--- src/rtl/lirq_pkg.sv ---
// Constants, register map and types for the link interrupt event and
// isochronous receive mask block.
// Assumes a single 100 MHz clock and an APB3 master with 32-bit data.
//
// What this block does
// - A 32-bit mask enables reception for isochronous channels 0 to 31, and only packets from enabled channels are accepted.
// - Mask bit n enables channel n, for n from 31 down to 0.
// - An event bit latches to one on a rising edge of its source or on a one written at the event set address.
// - A latched event bit returns to zero only through a one written at the event clear address.
// - The event set address is 80h, the clear address 84h, and reads at 84h return events ANDed with the interrupt mask.
// - Event bits 31 and 29 to 27 always read zero and ignore writes.
// - Event bit 26 is raised when a PHY register data byte has arrived.
// - As cycle master, event bit 25 is raised when more than 125 us pass between cycle start transmit and subaction gap end.
// - The cycle-master enable bit is cleared whenever the cycle overrun event fires.
// - Event bit 24 is raised on any error that halts a context, such as a context going dead.
// - While event bit 24 is set, normal interrupts of the contexts that caused it are blocked.
package lirq_pkg;

  localparam int ADDR_W = 8;
  localparam int DATA_W = 32;

  localparam logic [ADDR_W-1:0] OFS_ISO_MASK_SET  = 8'h78;
  localparam logic [ADDR_W-1:0] OFS_ISO_MASK_CLR  = 8'h7C;
  localparam logic [ADDR_W-1:0] OFS_EVENT_SET     = 8'h80;
  localparam logic [ADDR_W-1:0] OFS_EVENT_CLR     = 8'h84;
  localparam logic [ADDR_W-1:0] OFS_IRQ_MASK_SET  = 8'h88;
  localparam logic [ADDR_W-1:0] OFS_IRQ_MASK_CLR  = 8'h8C;
  localparam logic [ADDR_W-1:0] OFS_LINK_CTRL     = 8'h90;

  localparam int EV_PHY_REG   = 26;
  localparam int EV_CYC_OVR   = 25;
  localparam int EV_FATAL     = 24;
  localparam int LC_CYC_MSTR  = 0;

  // Only the three documented sources are stored; all other bits read zero.
  localparam logic [DATA_W-1:0] EVENT_IMPL    = 32'h0700_0000;
  localparam logic [DATA_W-1:0] ISO_MASK_RST  = 32'h0000_0000;
  localparam logic [DATA_W-1:0] EVENT_RST     = 32'h0000_0000;
  localparam logic [DATA_W-1:0] IRQ_MASK_RST  = 32'h0000_0000;
  localparam logic              CYC_MSTR_RST  = 1'b0;

  localparam int CLK_FREQ_MHZ     = 100;
  localparam int CYCLE_LIMIT_US   = 125;
  localparam int CYCLE_LIMIT_CYC  = CYCLE_LIMIT_US * CLK_FREQ_MHZ;

  localparam int NUM_CTX = 4;

  typedef enum {
    REG_NONE,
    REG_ISO_SET,
    REG_ISO_CLR,
    REG_EV_SET,
    REG_EV_CLR,
    REG_IM_SET,
    REG_IM_CLR,
    REG_LCTRL
  } lirq_reg_t;

endpackage : lirq_pkg

--- src/rtl/lirq_event_latch.sv ---
// Sticky event register with edge-detected sources and set/clear writes.
// Assumes sources are on the same clock and writes are one-cycle strobes.
`timescale 1ns/1ps
module lirq_event_latch #(
  parameter int                W    = 32,                 // Register width
  parameter logic [W-1:0]      IMPL = '1                  // Bits that exist
) (
  input  wire logic         clk,                          // Clock
  input  wire logic         rst,                          // Sync reset, high
  input  wire logic [W-1:0] src,                          // Source levels
  input  wire logic [W-1:0] swSet,                        // Write-one-to-set
  input  wire logic [W-1:0] swClr,                        // Write-one-to-clear
  output logic      [W-1:0] bits                          // Latched events
);
  import lirq_pkg::*;

  logic [W-1:0] srcPrev;
  logic [W-1:0] rise;

  assign rise = src & ~srcPrev;

  always_ff @(posedge clk) begin
    if (rst) begin
      srcPrev <= '0;
    end else begin
      srcPrev <= src;
    end
  end

  // only write clears; a set in the same cycle wins over the clear.
  always_ff @(posedge clk) begin
    if (rst) begin
      bits <= EVENT_RST[W-1:0];
    end else begin
      bits <= IMPL & ((bits & ~swClr) | swSet | rise);
    end
  end
endmodule : lirq_event_latch

--- src/rtl/lirq_cycle_watch.sv ---
// Watches the time from cycle start transmit to subaction gap end.
// Assumes both markers are one-cycle pulses on the same clock.
`timescale 1ns/1ps
module lirq_cycle_watch #(
  parameter int LIMIT = 12500                             // Allowed cycles
) (
  input  wire logic clk,                                  // Clock
  input  wire logic rst,                                  // Sync reset, high
  input  wire logic enable,                               // Cycle master on
  input  wire logic startTx,                              // Cycle start sent
  input  wire logic gapEnd,                               // Subaction gap end
  output logic      overrun                               // Overrun pulse
);
  localparam int CW = $clog2(LIMIT + 2);

  logic          running;
  logic [CW-1:0] cnt;

  // overrun after more than LIMIT cycles
  always_ff @(posedge clk) begin
    if (rst || !enable) begin
      running <= 1'b0;
      cnt     <= '0;
      overrun <= 1'b0;
    end else begin
      overrun <= 1'b0;
      if (startTx) begin
        running <= 1'b1;
        cnt     <= '0;
      end else if (running) begin
        if (gapEnd) begin
          running <= 1'b0;
        end else if (cnt == CW'(LIMIT)) begin
          overrun <= 1'b1;
          running <= 1'b0;
        end else begin
          cnt <= cnt + 1'b1;
        end
      end
    end
  end
endmodule : lirq_cycle_watch

--- src/rtl/lirq_top.sv ---
// Top of the interrupt event and isochronous receive mask block.
// Assumes an APB3 master on ref_clk and same-clock event sources.
//
// Chosen here: the APB register port.
`timescale 1ns/1ps
module lirq_top #(
  parameter int CYCLE_LIMIT = lirq_pkg::CYCLE_LIMIT_CYC,   // Overrun cycles
  parameter int NCTX        = lirq_pkg::NUM_CTX            // DMA contexts
) (
  input  wire logic                          ref_clk,           // 100 MHz clock
  input  wire logic                          rst,               // Sync reset, high
  input  wire logic                          psel,              // APB select
  input  wire logic                          penable,           // APB enable
  input  wire logic                          pwrite,            // APB write
  input  wire logic [lirq_pkg::ADDR_W-1:0]   paddr,             // APB address
  input  wire logic [lirq_pkg::DATA_W-1:0]   pwdata,            // APB write data
  output logic                               pready,            // APB ready
  output logic      [lirq_pkg::DATA_W-1:0]   prdata,            // APB read data
  output logic                               pslverr,           // APB error
  input  wire logic                          isoPktValid,       // Iso header seen
  input  wire logic [5:0]                    isoPktChannel,     // Iso channel
  output logic                               isoPktAccept,      // Packet taken
  input  wire logic                          phyRegByteArrived, // PHY byte ready
  input  wire logic                          cycleStartTxBegin, // Cycle start sent
  input  wire logic                          subactionGapEnd,   // Gap end
  output logic                               cycleMasterEnable, // Cycle master on
  input  wire logic [NCTX-1:0]               ctxDead,           // Context halted
  output logic      [NCTX-1:0]               ctxIrqBlock,       // Block ctx irqs
  output logic                               irq                // Interrupt out
);
  import lirq_pkg::*;

  ////////////////////////////////////////////////////////////////////////////
  // Address decode.

  function automatic lirq_reg_t decodeReg(input logic [ADDR_W-1:0] a);
    case (a)
      OFS_ISO_MASK_SET: decodeReg = REG_ISO_SET;
      OFS_ISO_MASK_CLR: decodeReg = REG_ISO_CLR;
      OFS_EVENT_SET:    decodeReg = REG_EV_SET;
      OFS_EVENT_CLR:    decodeReg = REG_EV_CLR;
      OFS_IRQ_MASK_SET: decodeReg = REG_IM_SET;
      OFS_IRQ_MASK_CLR: decodeReg = REG_IM_CLR;
      OFS_LINK_CTRL:    decodeReg = REG_LCTRL;
      default:          decodeReg = REG_NONE;
    endcase
  endfunction : decodeReg

  lirq_reg_t          sel;
  logic               access;
  logic               wrEn;
  logic [DATA_W-1:0]  isoMask;
  logic [DATA_W-1:0]  irqMask;
  logic [DATA_W-1:0]  evBits;
  logic [DATA_W-1:0]  evSrc;
  logic [DATA_W-1:0]  evSet;
  logic [DATA_W-1:0]  evClr;
  logic [DATA_W-1:0]  readVal;
  logic [NCTX-1:0]    deadPrev;
  logic [NCTX-1:0]    newDead;
  logic [NCTX-1:0]    culprit;
  logic               cycOverrun;

  assign sel    = decodeReg(paddr);
  assign access = psel && penable && pready;
  // Writes to an unmapped address are dropped and answered with an error.
  assign wrEn   = access && pwrite && (sel != REG_NONE);

  ////////////////////////////////////////////////////////////////////////////
  // APB slave: one wait-free access phase, ready raised from the setup cycle.

  always_comb begin
    case (sel)
      REG_ISO_SET, REG_ISO_CLR: readVal = isoMask;
      // raw events at the set address
      REG_EV_SET:               readVal = evBits;
      // masked events at the clear address
      REG_EV_CLR:               readVal = evBits & irqMask;
      REG_IM_SET, REG_IM_CLR:   readVal = irqMask;
      REG_LCTRL:                readVal = {{(DATA_W-1){1'b0}}, cycleMasterEnable};
      default:                  readVal = '0;
    endcase
  end

  // Read data is captured in the setup cycle, so a read reflects state one
  // cycle before the access phase completes.
  always_ff @(posedge ref_clk) begin
    if (rst) begin
      pready  <= 1'b0;
      prdata  <= '0;
      pslverr <= 1'b0;
    end else begin
      pready  <= psel && !penable && !pready;
      prdata  <= (psel && !penable && !pwrite) ? readVal : '0;
      pslverr <= psel && !penable && (sel == REG_NONE);
    end
  end

  ////////////////////////////////////////////////////////////////////////////
  // Isochronous receive channel mask and packet filter.

  always_ff @(posedge ref_clk) begin
    if (rst) begin
      isoMask <= ISO_MASK_RST;
    end else if (wrEn && sel == REG_ISO_SET) begin
      isoMask <= isoMask | pwdata;
    end else if (wrEn && sel == REG_ISO_CLR) begin
      isoMask <= isoMask & ~pwdata;
    end
  end

  // bit n enables channel n; upper channels 32 to 63 are never accepted.
  always_ff @(posedge ref_clk) begin
    if (rst) begin
      isoPktAccept <= 1'b0;
    end else begin
      isoPktAccept <= isoPktValid && !isoPktChannel[5] && isoMask[isoPktChannel[4:0]];
    end
  end

  ////////////////////////////////////////////////////////////////////////////
  // Interrupt mask (same layout as the event register).

  always_ff @(posedge ref_clk) begin
    if (rst) begin
      irqMask <= IRQ_MASK_RST;
    end else if (wrEn && sel == REG_IM_SET) begin
      irqMask <= irqMask | pwdata;
    end else if (wrEn && sel == REG_IM_CLR) begin
      irqMask <= irqMask & ~pwdata;
    end
  end

  ////////////////////////////////////////////////////////////////////////////
  // Link control: cycle-master enable.

  // overrun drops cycle master, winning over a same-cycle write
  always_ff @(posedge ref_clk) begin
    if (rst) begin
      cycleMasterEnable <= CYC_MSTR_RST;
    end else if (cycOverrun) begin
      cycleMasterEnable <= 1'b0;
    end else if (wrEn && sel == REG_LCTRL) begin
      cycleMasterEnable <= pwdata[LC_CYC_MSTR];
    end
  end

  lirq_cycle_watch #(
    .LIMIT   (CYCLE_LIMIT)
  ) u_watch (
    .clk     (ref_clk),
    .rst     (rst),
    .enable  (cycleMasterEnable),
    .startTx (cycleStartTxBegin),
    .gapEnd  (subactionGapEnd),
    .overrun (cycOverrun)
  );

  ////////////////////////////////////////////////////////////////////////////
  // Event sources and the sticky event register.

  assign newDead = ctxDead & ~deadPrev;

  always_ff @(posedge ref_clk) begin
    if (rst) begin
      deadPrev <= '0;
    end else begin
      deadPrev <= ctxDead;
    end
  end

  // PHY byte, overrun, any new dead context
  always_comb begin
    evSrc             = '0;
    evSrc[EV_PHY_REG] = phyRegByteArrived;
    evSrc[EV_CYC_OVR] = cycOverrun;
    evSrc[EV_FATAL]   = |newDead;
  end

  // set at 80h, clear at 84h
  assign evSet = (wrEn && sel == REG_EV_SET) ? pwdata : '0;
  assign evClr = (wrEn && sel == REG_EV_CLR) ? pwdata : '0;

  lirq_event_latch #(
    .W     (DATA_W),
    .IMPL  (EVENT_IMPL)
  ) u_events (
    .clk   (ref_clk),
    .rst   (rst),
    .src   (evSrc),
    .swSet (evSet),
    .swClr (evClr),
    .bits  (evBits)
  );

  ////////////////////////////////////////////////////////////////////////////
  // Blocking of the contexts that caused the fatal event.

  // culprits are remembered while the fatal event stays set
  always_ff @(posedge ref_clk) begin
    if (rst) begin
      culprit <= '0;
    end else begin
      culprit <= (evBits[EV_FATAL] ? culprit : '0) | newDead;
    end
  end

  // block output follows the fatal bit with one cycle of lag
  always_ff @(posedge ref_clk) begin
    if (rst) begin
      ctxIrqBlock <= '0;
    end else begin
      ctxIrqBlock <= culprit & {NCTX{evBits[EV_FATAL]}};
    end
  end

  ////////////////////////////////////////////////////////////////////////////
  // Interrupt output: level, high while an unmasked event is pending.

  always_ff @(posedge ref_clk) begin
    if (rst) begin
      irq <= 1'b0;
    end else begin
      irq <= |(evBits & irqMask);
    end
  end
endmodule : lirq_top

--- config.mk ---
export PLATFORM = sky130hd
export DESIGN_NAME = lirq_top
export DESIGN_NICKNAME = d
export VERILOG_FILES = /design/src/rtl/lirq_pkg.sv /design/src/rtl/lirq_event_latch.sv /design/src/rtl/lirq_cycle_watch.sv /design/src/rtl/lirq_top.sv
export SDC_FILE = /design/constraint.sdc
export NUM_CORES = 1
export LEC_CHECK = 0
export BUFFER_PORTS_ARGS = -buffer_cell sky130_fd_sc_hd__buf_2
export CAP_MARGIN = 20
export CORE_MARGIN = 2
export CORE_UTILIZATION = 30
export DETAILED_ROUTE_END_ITERATION = 8
export SETUP_SLACK_MARGIN = 0.3
export SYNTH_ARGS = -nofsm -noshare
export SYNTH_HDL_FRONTEND = slang
export SYNTH_HIERARCHICAL = 1
export SYNTH_SLANG_ARGS = --single-unit
export TNS_END_PERCENT = 100
--- constraint.sdc ---
create_clock -name ref_clk -period 5.07 [get_ports ref_clk]
set_input_delay 0.7605 -clock ref_clk [delete_from_list [all_inputs] [get_ports ref_clk]]
set_output_delay 0.7605 -clock ref_clk [all_outputs]
set_load 0.005 [all_outputs]
==> impl_summary.log <==
[metrics] worst-case register-to-register setup slack: 2940 ps
[metrics] headroom to the max-slew limit: 0.444
[metrics] fin nets: 762
[metrics] maximum buffer depth of the clock tree: 2
[metrics] Yosys Warn Count: 6
[metrics] gp weighted congestion: 0.820
[metrics] reg-to-reg critical path startpoint: pready
[metrics] number of gates given a new drive strength after cts: 0
[metrics] Hold/Removal Path Class: register to register
[metrics] share of the cycle needed by the critical path after routing: 0.549
[metrics] global-route wire length before repair: 26.2 mm
[metrics] layout cell share with drive strength beyond 1: 0.223
[metrics] count of fill cells added during filler insertion: 1,951
[metrics] clock network latency to the later pin of the worst-skew pair: 420 ps
[metrics] Vias per Instance: 5.25
[metrics] FF+latch area: 2700 um^2
[metrics] post-route antenna net violation count: 0
[metrics] number of DRC violations after detailed-routing iteration 0: 461
[metrics] post-CTS setup buffer count: 0
[metrics] top-level I/O count: 100
[metrics] worst path cell trace: buf_2 -> nand4_1 -> nor4_4 -> buf_4 -> a21oi_1 -> a311oi_1
[metrics] post-synthesis cell count: 629
[metrics] areal power density over the cells: 355 nW/um^2
[metrics] global-route total usage across every layer: 0.163
[metrics] Synth-to-Final Area Change: 20.8%
[metrics] final HPWL from detailed placement: 11.4 mm
[metrics] Placeable Area: 19,500 um^2
[metrics] total power of the final layout: 2.55 mW
[metrics] launching element of the worst setup path: paddr[3]
[metrics] clock buffer count from CTS: 17
[metrics] category of the worst setup path capture point: register
[metrics] maximum capacitance violations: 0
[metrics] data required time at the worst endpoint: 5380 ps
[metrics] Placed Cells incl. Taps: 946
[metrics] effective utilization at floorplan: 0.306
[metrics] maximum number of pins on one net before global-route repair: 68
[metrics] hold buffer count at CTS: 0
[metrics] peak clock frequency supported by timing: 359 MHz
[metrics] Non-Filler Instances: 982
[metrics] startpoint of the lowest-slack hold path: pready
[metrics] Detailed Route WL: 17.1 mm
[metrics] Crit Path Max Fanout: 64
[metrics] Clock Skews: 7.82 ps
[metrics] maximum VDD drop: 0.228 mV
[metrics] remaining design rule violation count: 0
[metrics] CP Class: input pin to register
[metrics] antenna violations before repair: 3
[metrics] Critical Path Start Type: input pin
[metrics] CP peak stage delay: 610 ps
[metrics] total congestion overflow: 0
[metrics] Final setup violation count: 0
[metrics] outcome: complete, no violations
[metrics] cell chosen for the clock root: sky130_fd_sc_hd__clkbuf_16
[metrics] Pleak: 2.46 nW
[metrics] H-tree lvl count: 4
[metrics] via count of the first global-routing pass: 4,676
[metrics] Worst-Margin Slew: 834 ps
[metrics] Die Y: 145 um
[metrics] leading cell type in the layout, fill and taps excluded: sky130_fd_sc_hd__dfxtp_1
[metrics] number of vias in the routed layout: 5,160
[metrics] mean routed wirelength per cell: 17.4 um
[metrics] highest-delay cell along the critical path: sky130_fd_sc_hd__buf_2
[metrics] Arrival @ worst endpoint: 3090 ps
[metrics] max-slew violation count: 0
[metrics] Port Buf Inserts: 99
[metrics] area of the multi-input gates: 2900 um^2
[metrics] cell area after synthesis: 5950 um^2
[metrics] most used cells in the layout excluding fill and tap cells: 135 x sky130_fd_sc_hd__dfxtp_1, 103 x sky130_fd_sc_hd__a21oi_1, 99 x sky130_fd_sc_hd__buf_2
[metrics] horizontal die dimension: 145 um
[metrics] setup repair after global routing missed its margin: false
[metrics] total iterations of the first detailed-routing run: 5
[metrics] time the final worst path needs with I/O delays and setup: 2780 ps
[metrics] number of hold violations in the final report: 0
[metrics] number of placement rows: 51
[metrics] Total Die Area: 21,000 um^2
[metrics] Fin Setup TNS: 0 ps
[metrics] clock-pin transition on the worst setup and hold timing paths: 60 ps
[metrics] count of clock tree sinks: 135
[metrics] worst-case reg-to-reg path depth: 5
[metrics] Avg Cell Area, Syn: 9.47 um^2
[metrics] TritonCTS clock tree: yes
[cell type report]
class,instances,share of cell area
multi-input cells,430,0.403
flip-flops and latches,135,0.376
repair buffers,108,0.0788
clock buffers,21,0.0640
well taps,265,0.0461
clock inverters,11,0.0270
inverters,9,0.00469
diodes,3,0.00104
[how the worst min path moves through the flow]
stage | slack (ps) | depth (start not counted) | to
2_1_floorplan | 410 | 1 | cycleMasterEnable
3_3_place_gp | 430 | 1 | pready
3_5_place_dp | 440 | 1 | ctxIrqBlock[1]
4_1_cts | 460 | 1 | ctxIrqBlock[1]
5_1_grt | 460 | 1 | ctxIrqBlock[1]
6_report | 450 | 1 | pready
[layer usage]
metal	share of wire	global-route usage	vias to the layer above	routed length, um
li1	-	-	2539	-
met1	0.46	0.220	2404	7850
met2	0.45	0.248	189	7720
met3	0.071	0.0464	26	1210
met4	0.019	0.0634	2	334
met5	0.00076	0	-	13
[metrics by stage]
step	worst slack [ps]	util	hold slack [ps]	instance area, um^2
finish	2290	0.370	449	7200
global route	2130	0.369	461	7190
CTS	2310	0.369	455	7180
detailed placement	1940	0.335	439	6520
global placement	2010	0.335	429	6520
floorplan	2740	-	413	6060
[power breakdown]
group          internal, mW  switching [mW]  total (mW)
Combinational        0.0340          0.0779       0.112
Clock                 0.900           0.467        1.37
Sequential             1.07         0.00311        1.07
[worst max-delay path, delay by kind of cell]
family | cells | cell delay (ps)
compound gates | 2 | 490
buf+inv | 2 | 1180
simple gates | 2 | 630
Note: power is estimated with default switching activity, not from simulation.
